<file path="config.mk">
export PLATFORM = sky130hd
export DESIGN_NAME = acs_top
export DESIGN_NICKNAME = d
export VERILOG_FILES = /design/src/acs_pkg.sv /design/src/acs_conv_if.sv /design/src/acs_conv_timer.sv /design/src/acs_top.sv
export VERILOG_INCLUDE_DIRS = /design/src
export SDC_FILE = /design/constraint.sdc
export NUM_CORES = 1
export LEC_CHECK = 0
export BUFFER_PORTS_ARGS = -buffer_cell sky130_fd_sc_hd__clkbuf_2
export CAP_MARGIN = 20
export CELL_PAD_IN_SITES_DETAIL_PLACEMENT = 1
export CELL_PAD_IN_SITES_GLOBAL_PLACEMENT = 1
export CORE_UTILIZATION = 50
export DETAILED_ROUTE_END_ITERATION = 8
export PLACE_DENSITY_LB_ADDON = 0.1
export SLEW_MARGIN = 5
export SYNTH_ARGS = -nofsm -noshare
export SYNTH_HDL_FRONTEND = slang
export SYNTH_SLANG_ARGS = --single-unit
</file>
<file path="constraint.sdc">
create_clock -name clk -period 11.3 [get_ports clk]
set_input_delay 1.13 -clock clk [delete_from_list [all_inputs] [get_ports clk]]
set_output_delay 1.13 -clock clk [all_outputs]
set_load 0.05 [all_outputs]
</file>
<file path="src/acs_defs.svh">
`ifndef ACS_DEFS_SVH
`define ACS_DEFS_SVH
// ----------------------------------------------------------------------
// Clock and register map
// ----------------------------------------------------------------------
`define ACS_CLK_NS      100
`define ACS_OFS_SETUP   6'h01
`define ACS_OFS_CAL     6'h02
`define ACS_OFS_DROP    6'h04
`define ACS_SETUP_RST   16'hFB68
`define ACS_CAL_RST     15'h1000
`define ACS_DROP_RST    16'h0000
// ----------------------------------------------------------------------
// Converter setup field positions
// ----------------------------------------------------------------------
`define ACS_MODE_HI     15
`define ACS_MODE_LO     12
`define ACS_BCT_HI      11
`define ACS_BCT_LO      9
`define ACS_DCT_HI      8
`define ACS_DCT_LO      6
`define ACS_TCT_HI      5
`define ACS_TCT_LO      3
`define ACS_AVG_HI      2
`define ACS_AVG_LO      0
`define ACS_CAL_HI      14
// ----------------------------------------------------------------------
// Conversion times in microseconds, and derived cycle counts
// ----------------------------------------------------------------------
`define ACS_CT0_US      50
`define ACS_CT1_US      84
`define ACS_CT2_US      150
`define ACS_CT3_US      280
`define ACS_CT4_US      540
`define ACS_CT5_US      1052
`define ACS_CT6_US      2074
`define ACS_CT7_US      4120
`define ACS_CT_CYC(us)  ((us) * 1000 / `ACS_CLK_NS)
`endif

</file>
<file path="src/acs_pkg.sv">
package acs_pkg;
  typedef enum logic {ACS_IDLE, ACS_RUN} acs_phase_t;
  typedef enum logic [1:0] {ACS_CH_BUS, ACS_CH_DROP, ACS_CH_TEMP}
    acs_chan_t;

  typedef struct packed {
    logic [15:0] cnt;
    logic        running;
    logic        done;
  } acs_timer_st_t;

  typedef struct packed {
    logic [15:0]        setup;
    logic [14:0]        cal;
    logic [15:0]        drop;
    logic signed [25:0] acc;
    logic [10:0]        avgCnt;
    acs_chan_t          chan;
    acs_phase_t         phase;
    logic               waiting;
    logic               start;
    logic               kill;
    logic               ready;
    logic               spanNarrow;
    logic [15:0]        rdData;
  } acs_state_t;
endpackage : acs_pkg

</file>
<file path="src/acs_conv_if.sv">
interface acs_conv_if;
  logic       start;
  logic       kill;
  logic [2:0] code;
  logic       done;
  modport seq   (output start, output kill, output code, input done);
  modport timer (input start, input kill, input code, output done);
endinterface : acs_conv_if

</file>
<file path="src/acs_conv_timer.sv">
`include "acs_defs.svh"
module acs_conv_timer
  import acs_pkg::*;
#(
  parameter int unsigned CT5_CYC = `ACS_CT_CYC(`ACS_CT5_US),
  parameter int unsigned CT6_CYC = `ACS_CT_CYC(`ACS_CT6_US),
  parameter int unsigned CT7_CYC = `ACS_CT_CYC(`ACS_CT7_US)
)(
  input wire logic clk,
  input wire logic reset,
  acs_conv_if.timer cv
);
  acs_timer_st_t st_r;
  acs_timer_st_t st_nxt;

  // --------------------------------------------------------------------
  // Eight-step conversion time table
  // --------------------------------------------------------------------
  function automatic logic [15:0] ctCycles(input logic [2:0] code);
    unique case (code)
      3'h0: ctCycles = 16'(`ACS_CT_CYC(`ACS_CT0_US));
      3'h1: ctCycles = 16'(`ACS_CT_CYC(`ACS_CT1_US));
      3'h2: ctCycles = 16'(`ACS_CT_CYC(`ACS_CT2_US));
      3'h3: ctCycles = 16'(`ACS_CT_CYC(`ACS_CT3_US));
      3'h4: ctCycles = 16'(`ACS_CT_CYC(`ACS_CT4_US));
      3'h5: ctCycles = 16'(CT5_CYC);
      3'h6: ctCycles = 16'(CT6_CYC);
      3'h7: ctCycles = 16'(CT7_CYC);
    endcase
  endfunction : ctCycles

  // --------------------------------------------------------------------
  // Countdown
  // --------------------------------------------------------------------
  always_comb begin
    st_nxt      = st_r;
    st_nxt.done = 1'b0;
    if (cv.kill) begin
      st_nxt.running = 1'b0;
      st_nxt.cnt     = 16'h0000;
    end else if (cv.start) begin
      st_nxt.running = 1'b1;
      st_nxt.cnt     = ctCycles(cv.code) - 16'h0001;
    end else if (st_r.running) begin
      if (st_r.cnt == 16'h0000) begin
        st_nxt.running = 1'b0;
        st_nxt.done    = 1'b1;
      end else begin
        st_nxt.cnt = st_r.cnt - 16'h0001;
      end
    end
  end

  always_ff @(posedge clk or posedge reset) begin
    if (reset) begin
      st_r <= '0;
    end else begin
      st_r <= st_nxt;
    end
  end

  assign cv.done = st_r.done;
endmodule : acs_conv_timer

</file>
<file path="src/acs_top.sv">
// How it works
// Mode field bits 15-12, reset F; 0/8 shut down
// Codes 1-7: one triggered pass, mask bus/drop/temp
// Codes 9-F: continuous conversion of masked channels
// Bits 11-9 set bus conversion time
// Bits 8-6 set drop conversion time
// Bits 5-3 set temperature conversion time
// Bits 2-0 pick 1..1024 samples, all channels; only the drop result is averaged here
// Averaged result written only after full run
// Constant register: 15 writable bits, reset 1000h
// Constant drives current math and its resolution
// Drop result: read-only signed 16-bit word
// Span bit picks wide or narrow drop range
// Single shot stops, holds, rearms on write
`include "acs_defs.svh"
module acs_top
  import acs_pkg::*;
#(
  parameter int unsigned CT5_CYC = `ACS_CT_CYC(`ACS_CT5_US),
  parameter int unsigned CT6_CYC = `ACS_CT_CYC(`ACS_CT6_US),
  parameter int unsigned CT7_CYC = `ACS_CT_CYC(`ACS_CT7_US)
)(
  input  wire logic        clk,
  input  wire logic        reset,
  input  wire logic [5:0]  regAddr,
  input  wire logic [15:0] regWrData,
  input  wire logic        regWr,
  input  wire logic        regRd,
  output logic      [15:0] regRdData,
  input  wire logic [15:0] dropSample,
  input  wire logic        inputSpanSelect,
  output logic             spanNarrow,
  output logic      [14:0] senseConstant,
  output logic             convActive,
  output logic      [1:0]  convChannel,
  output logic             convStart,
  output logic             resultReady
);
  acs_state_t st_r;
  acs_state_t st_nxt;
  acs_conv_if cv ();

  acs_conv_timer #(
    .CT5_CYC (CT5_CYC),
    .CT6_CYC (CT6_CYC),
    .CT7_CYC (CT7_CYC)
  ) u_timer (
    .clk   (clk),
    .reset (reset),
    .cv    (cv)
  );

  // --------------------------------------------------------------------
  // Field views
  // --------------------------------------------------------------------
  logic [3:0]  mode;
  logic [2:0]  chanMask;
  logic        continuous;
  logic [3:0]  avgShift;
  logic [10:0] avgLast;
  logic [2:0]  ctCode;

  assign mode       = st_r.setup[`ACS_MODE_HI:`ACS_MODE_LO];
  assign chanMask   = mode[2:0];
  assign continuous = mode[3];

  // Sample count is a power of two, so the mean is a plain shift
  always_comb begin
    unique case (st_r.setup[`ACS_AVG_HI:`ACS_AVG_LO])
      3'h0: avgShift = 4'h0;
      3'h1: avgShift = 4'h2;
      3'h2: avgShift = 4'h4;
      3'h3: avgShift = 4'h6;
      3'h4: avgShift = 4'h7;
      3'h5: avgShift = 4'h8;
      3'h6: avgShift = 4'h9;
      3'h7: avgShift = 4'hA;
    endcase
  end
  assign avgLast = (11'h001 << avgShift) - 11'h001;

  always_comb begin
    unique case (st_r.chan)
      ACS_CH_BUS:  ctCode = st_r.setup[`ACS_BCT_HI:`ACS_BCT_LO];
      ACS_CH_DROP: ctCode = st_r.setup[`ACS_DCT_HI:`ACS_DCT_LO];
      ACS_CH_TEMP: ctCode = st_r.setup[`ACS_TCT_HI:`ACS_TCT_LO];
      default:     ctCode = 3'h0;
    endcase
  end

  assign cv.start = st_r.start;
  assign cv.kill  = st_r.kill;
  assign cv.code  = ctCode;

  // --------------------------------------------------------------------
  // Next state
  // --------------------------------------------------------------------
  logic        advance;
  logic        chanOn;
  logic [15:0] mean;

  always_comb begin
    st_nxt            = st_r;
    st_nxt.start      = 1'b0;
    st_nxt.kill       = 1'b0;
    st_nxt.ready      = 1'b0;
    st_nxt.spanNarrow = inputSpanSelect;
    advance           = 1'b0;
    chanOn            = 1'b0;
    mean              = 16'(st_r.acc >>> avgShift);

    // Sequencer: bus, drop, temperature in turn, skipping masked ones
    if (st_r.phase == ACS_RUN) begin
      unique case (st_r.chan)
        ACS_CH_BUS:  chanOn = chanMask[0];
        ACS_CH_DROP: chanOn = chanMask[1];
        ACS_CH_TEMP: chanOn = chanMask[2];
        default:     chanOn = 1'b0;
      endcase
      if (!st_r.waiting) begin
        if (chanOn) begin
          st_nxt.start   = 1'b1;
          st_nxt.waiting = 1'b1;
        end else begin
          advance = 1'b1;
        end
      end else if (cv.done) begin
        st_nxt.waiting = 1'b0;
        advance        = 1'b1;
        if (st_r.chan == ACS_CH_DROP) begin
          st_nxt.acc = st_r.acc + 26'(signed'(dropSample));
        end
      end
    end

    if (advance) begin
      if (st_r.chan == ACS_CH_TEMP) begin
        st_nxt.chan = ACS_CH_BUS;
        if (st_r.avgCnt == avgLast) begin
          // Results move only at the end of the whole run
          if (chanMask[1]) begin
            st_nxt.drop = mean;
          end
          st_nxt.ready  = 1'b1;
          st_nxt.avgCnt = 11'h000;
          st_nxt.acc    = '0;
          if (!continuous) begin
            st_nxt.phase = ACS_IDLE;
          end
        end else begin
          st_nxt.avgCnt = st_r.avgCnt + 11'h001;
        end
      end else begin
        st_nxt.chan = acs_chan_t'(st_r.chan + 2'h1);
      end
    end

    // Register writes; a setup write restarts the sequence
    if (regWr) begin
      unique case (regAddr)
        `ACS_OFS_SETUP: begin
          st_nxt.setup   = regWrData;
          st_nxt.kill    = 1'b1;
          st_nxt.start   = 1'b0;
          st_nxt.waiting = 1'b0;
          st_nxt.chan    = ACS_CH_BUS;
          st_nxt.avgCnt  = 11'h000;
          st_nxt.acc     = '0;
          // Zero mask means shutdown: codes 0h and 8h
          st_nxt.phase = (regWrData[`ACS_MODE_LO +: 3] != 3'h0)
                         ? ACS_RUN : ACS_IDLE;
        end
        `ACS_OFS_CAL: begin
          st_nxt.cal = regWrData[`ACS_CAL_HI:0];
        end
        default: begin
        end
      endcase
    end

    // Read data registered one cycle after the strobe
    if (regRd) begin
      unique case (regAddr)
        `ACS_OFS_SETUP: st_nxt.rdData = st_r.setup;
        `ACS_OFS_CAL:   st_nxt.rdData = {1'b0, st_r.cal};
        `ACS_OFS_DROP:  st_nxt.rdData = st_r.drop;
        default:        st_nxt.rdData = 16'h0000;
      endcase
    end
  end

  // --------------------------------------------------------------------
  // State register
  // --------------------------------------------------------------------
  always_ff @(posedge clk or posedge reset) begin
    if (reset) begin
      st_r            <= '0;
      st_r.setup      <= `ACS_SETUP_RST;
      st_r.cal        <= `ACS_CAL_RST;
      st_r.drop       <= `ACS_DROP_RST;
      // Reset mode is continuous, so conversion starts at once
      st_r.phase      <= ACS_RUN;
      st_r.chan       <= ACS_CH_BUS;
    end else begin
      st_r <= st_nxt;
    end
  end

  // --------------------------------------------------------------------
  // Outputs
  // --------------------------------------------------------------------
  assign regRdData     = st_r.rdData;
  assign spanNarrow    = st_r.spanNarrow;
  assign senseConstant = st_r.cal;
  assign convActive    = st_r.waiting;
  assign convChannel   = st_r.chan;
  assign convStart     = st_r.start;
  assign resultReady   = st_r.ready;
endmodule : acs_top

</file>
### Word-level counts from Yosys, hierarchy flattened

Memory sizes are Yosys's and may differ from the RTL's.
Index checks and enable logic that the tools add are counted.

| cells by class | value |
|---|---|
| reduce and logical (&&, ||, !) cells | 8 |
| multiplexer cells | 40 |
| shifts and indexed selects | 2 |
| add/sub/neg operators | 6 |
| equal/unequal tests | 7 |

Operator list:

| cell | count |
|---|---|
| $mux 26 | 5 |
| $mux 43 | 2 |
| $mux 16 | 3 |
| $pmux 16 s3 | 1 |
| $mux 40 | 1 |
| $mux 37 | 1 |
| $mux 17 | 2 |
| $sub 16x1->16 const B | 2 |
| $add 26x16->26 | 1 |
| $sshr 26x4->16 | 1 |
| $mux 18 | 1 |
| $mux 1 | 17 |
| $logic_not 16->1 | 1 |
| $add 11x1->11 const B | 1 |
| $eq 11x11->1 | 1 |
| $mux 11 | 1 |
| $shl 1x4->11 const A | 1 |
| $sub 11x1->11 const B | 1 |
| $pmux 3 s3 | 1 |
| $mux 2 | 4 |
| $eq 6x1->1 const B | 1 |
| $eq 6x2->1 const B | 1 |
| $eq 6x3->1 const B | 1 |
| $reduce_and 2->1 | 3 |
| 8 further kinds | 9 |

| word-level totals | value |
|---|---|
| register bits after elaboration | 126 |
| word-level logic and storage cells | 81 |
| ROM bits | 144 |
| memories | 2 |
| output and inout bits | 37 |
| input bits | 43 |

Memories:

| memory | depth | bits a word | rd ports | clocked after Yosys merged registers in | wr ports | line | source |
|---|---|---|---|---|---|---|---|
| (no name shown) | 8 | 14 | 1 | 0 | 0 | acs_conv_timer.sv:20 | `unique case (code)` |
| (no name shown) | 8 | 4 | 1 | 0 | 0 | acs_top.sv:69 | `` unique case (st_r.setup[`ACS_AVG_HI:`ACS_AVG_LO]) `` |

### Logic depth before layout (Yosys ltp)

| logic depth | value |
|---|---|
| word-level depth | 10 |
| mapped depth | 17 |
| gate-level depth less buffers | 13 |

### Modules after synthesis

From an unflattened synthesis, not the netlist that was laid out.

| second synthesis, totals | value |
|---|---|
| cells, all modules | 996 |
| area, all modules | 8,861.0 um2 |

By module, submodules not included:

| module | cells each | instances | sequential area each (um2) | area each (um2) |
|---|---|---|---|---|
| acs_top | 812 | 1 | 2,717.6 | 7,318.3 |
| acs_conv_timer | 184 | 1 | 450.4 | 1,542.7 |

### Least setup slack after synthesis

Ideal clock, no wire load.

| timing path | value |
|---|---|
| path type | reg-to-reg |
| start | reg st_r[93] (netlist name) |
| end | reg st_r[61] (netlist name) |
| library setup time | 0.125 ns |
| clock period less this slack | 3.794 ns |
| path slack | 7.506 ns |
| cell stages (with the launch flop) | 17 |
| buffers on the path | 4 |
| data required time | 11.175 ns |
| arrival | 3.669 ns |
| path through | dfrtp_1 buf_2 buf_1 inv_1 ha_1 buf_2 and4b_1 a21oi_1 ha_1 xnor2_1 or4_1 o22a_1 nor4_4 o2111a_1 nand2_1 buf_6 mux2_4 |

| between the ends | value |
|---|---|
| word-level cells in the longest chain between the ends | 5 |
| elaborated cells on any way between the ends | 6 |
| those cells by class | add/sub: 1; eq/ne: 1; shift: 2; reduce/logical: 1; memory: 1 |

RTL lines:

| element | line | source |
|---|---|---|
| start: declaration | acs_top.sv:39 | `acs_state_t st_r;` |
| start signal: assignment | acs_top.sv:205 | `st_r <= st_nxt;` |
| $mem_v2 8x4 * | - |  |
| $shl 1x4->11 | acs_top.sv:80 | `assign avgLast = (11'h001 << avgShift) - 11'h001;` |
| $sub 11x1->11 | acs_top.sv:80 |  |
| $eq 11x11->1 | acs_top.sv:139 | `if (st_r.avgCnt == avgLast) begin` |
| $reduce_and 4->1 (no source line) | - |  |

Every way passes the cells marked *; elsewhere a longest branch is shown, timed or not.
A chain may end at the register's enable or synchronous reset.

==> summary.md <==
| Metric | Value |
|---|---|
| Status | `finished clean` |
| DRT iter0 DRCs | `403` |
| Skew-Pair Late Insertion Delay | `between 0.4 and 0.5 ns` |
| Initial Utilization | `51.3%` |
| Final Non-Filler Cells | `between 1000 and 1500` |
| Largest cells by area after synthesis | `dfrtp_1 (32%), nand2_1 (5.7%), mux4_2 (5.3%)` |
| First-pass GRT wire length | `just under 40 mm` |
| Gate Count Post-Synth | `approximately 1000` |
| P_leak | `between 4 and 5 nW` |
| Busiest layer in global routing | `met2` |
| CP startpoint | `st_r[93]` |
| Final Critical Period | `4.90 ns` |
| HPWL Detailed | `roughly 17 mm` |
| Distinct cell type count after synthesis | `80` |
| Reg-to-reg endpoint | `st_r[59]` |
| Seq/Total Area, Yosys | `35.7%` |
| CTS root buffer | `clkbuf_16` |
| PwrDens | `slightly above 200 nW/um^2` |
| CP endpoint kind | `register` |
| Final GP Congestion | `0.844` |
| CTS sink cnt | `roughly 130` |
| Post-Synth Adder-Cell Area | `approximately 5.0%` |
| Hold Path Cell Cnt | `2` |
| Post-synthesis simple-gate area fraction | `between 10% and 20%` |
| Multiplexer share of the synthesized area | `between 10% and 20%` |
| Total Nets Final | `1080` |
| Max-slew violation count | `0` |
| Synth Area in XOR/XNOR | `under 10%` |
| Postcts setup bufs | `0` |
| Initial antenna violation count | `0` |
| RSZ-0062 raised after global routing | `no` |
| Flop2flop setup slack | `roughly 6.4 ns` |
| Worst r2r src | `st_r[93]` |
| Placed cell count | `between 1000 and 1500` |
| Grt total ovfl | `0` |
| Die W | `135 um` |
| Synth Area per Inst | `approximately 9.1 um^2` |
| Post-CTS Hold Buffers | `0` |
| Number of global-route vias before repair | `around 7600` |
| Largest family of logic cells by synthesized area | `compound AO/OA/AOI/OAI gates` |
| CP required | `between 10 and 15 ns` |
| Async SR Flop Fraction | `100%` |
| I/O pins | `80` |
| Critical Path AT | `between 5 and 6 ns` |
| Area after DPL | `9140 um^2` |
| Max VDD drop | `~0.000097 V` |
| Fin Hold WS | `between 0.4 and 0.5 ns` |
| Core Util, Final | `between 50 and 60%` |
| Final Worst Setup Slack | `6.40 ns` |
| Largest net degree at the start of global routing | `between 70 and 80` |
| # rows | `48` |
| Synthesized area | `around 8900 um^2` |
| Post-synth EDFFs | `0` |
| Min-Delay Path Class | `register to register` |
| CP Cell Sequence | `inv_1 -> ha_1 -> and4b_1 -> a21oi_1 -> ha_1 -> xnor2_1 -> or4_1 -> o22a_1 -> nor4_4 -> o211ai_2 -> o21ai_4 -> a21oi_1 -> mux2_2` |
| Bufs on Longest Clock Path | `2` |
| Synth Area in Compound Gates | `about a fifth` |
| Synth top area share | `between 30% and 40%` |
| Routed wire per std cell | `between 15 and 20 um` |
| Post_cts resized | `0` |
| Layout cell share with drive strength beyond 1 | `between 15 and 20%` |
| Setup TNS | `0 ns` |
| DRC Markers | `0` |
| Via density | `just over 6` |
| FF+latch count, synth | `126` |
| Syn-to-layout area delta | `9.78%` |
| Grt met2 use | `44.6%` |
| # Max-Cap Violations | `0` |
| DR vias | `about 7500` |
| Syn nets | `between 1000 and 1500` |
| # setup viols final | `0` |
| TritonCTS clock tree | `built` |
| PnR Total Power | `a little over 2 mW` |
| Worst hold start | `continuous` |
| Final Cell Area | `about 9700 um^2` |
| Met1 GRT Util | `roughly 37%` |
| FMAX | `approximately 200 MHz` |
| Die Height | `135 um` |
| Core area | `~17000 um^2` |
| WL final | `~24 mm` |
| Worst-path clk slew | `~0.060 ns` |
| Sink of the worst hold path | `continuous` |
| GR Layer Usage met3 | `~4.4%` |
| Critical path's largest stage delay | `~0.8 ns` |
| Reg2reg path depth | `13` |
| TritonCTS Buffers | `17` |
| Setup Crit Path Kind | `register to register` |
| Most common cell after layout, fill and taps aside | `nand2_1` |
| H-tree lvl count | `4` |
| PortBufs | `around 80` |
| Setup WS pre-CTS | `between 6 and 7 ns` |
| Final Skew | `about 0.010 ns` |
| Slowest stage cell on the critical path | `o21ai_4` |
| Area of the die | `between 15000 and 20000 um^2` |
| Startpoint types | `register` |
| Endpoints failing hold | `0` |
| DR pass1 iterations | `8` |
| Top_reg_cell synth | `dfrtp_1` |
| Critical path peak fanout | `37` |
| Worst-Margin Slew | `between 1 and 1.5 ns` |
| Synth area leader | `dfrtp_1` |
| Commonest non-fill, non-tap cells in the layout | `nand2_1 (134), dfrtp_1 (114), clkbuf_2 (79)` |
| All-Layer GR Usage | `around 27%` |
| Slew headroom | `24.8%` |
| N_diodes | `0` |
| Period utilization | `~43%` |
| YS warnings | `0` |
| Post-DRT Antenna Nets | `0` |
==> synthesized netlist by cell type, drive strengths merged, types with 16 or more instances <==
cell    count
nand2     136
dfrtp     114
a21oi      77
nor2       76
buf        64
o21ai      55
inv        39
mux2i      36
ha         34
clkbuf     23
mux2       23
mux4       21
nor3       20
xnor2      18
a211oi     16
o22ai      16
==> state kept, by name, indices dropped and copies added, names as in the netlist <==
signal and flops:
spanNarrow 1, u_timer.cv.done 1, regRdData 16, convStart 1, u_timer.st_r 17, continuous 1, senseConstant 15, cv.kill 1
chanMask 3, resultReady 1, st_r 66, convActive 1, convChannel 2
==> power by group <==
part	internal, mW	switching (mW)
clock	0.333	0.233
sequential	0.528	0.117
combinational	0.332	0.477
==> layout make-up <==
class	count	area, um^2
fill	2064	7550
multi-input combinational	728	5070
sequential	126	3170
timing repair buffer	89	470
clock buffer	17	425
tap	225	282
clock inverter	15	178
inverter	40	153
==> per-layer routing <==
metal / routed length, um / vias up
met2: 11600 / 176
met1: 11200 / 3765
met5: 0 / -
met4: 363 / 0
met3: 965 / 27
li1: - / 3576
==> worst max-delay path by stage <==
| stage | end | slack [ns] |
|---|---|---|
| floorplan | convActive | 6.83 |
| detailed placement | st_r[59] | 6.48 |
| CTS | st_r[59] | 6.41 |
| global route | st_r[59] | 6.04 |
| finish | st_r[59] | 6.40 |
| global placement | st_r[59] | 6.60 |
==> kinds of logic (layout without fill, tap and decap cells) <==
group,count (synthesis),after routing
XOR/XNOR,33,33
AND/OR/NAND/NOR,318,318
adder cells (fa/ha/maj),35,35
flip-flops,126,126
buffers and inverters,127,161
multiplexers,80,80
other,1,1
AO/OA/AOI/OAI,261,261
==> critical path: cells and delay by family, from the launching register on <==
kind            cells  cell delay (ns)
buf+inv             1             0.32
fa+ha+maj           2             0.82
xor+xnor            1             0.14
compound gates      5             1.50
mux                 1             0.30
simple gates        3             0.91
flops               1             0.78
No activity file was read; power rests on OpenSTA's default activity.
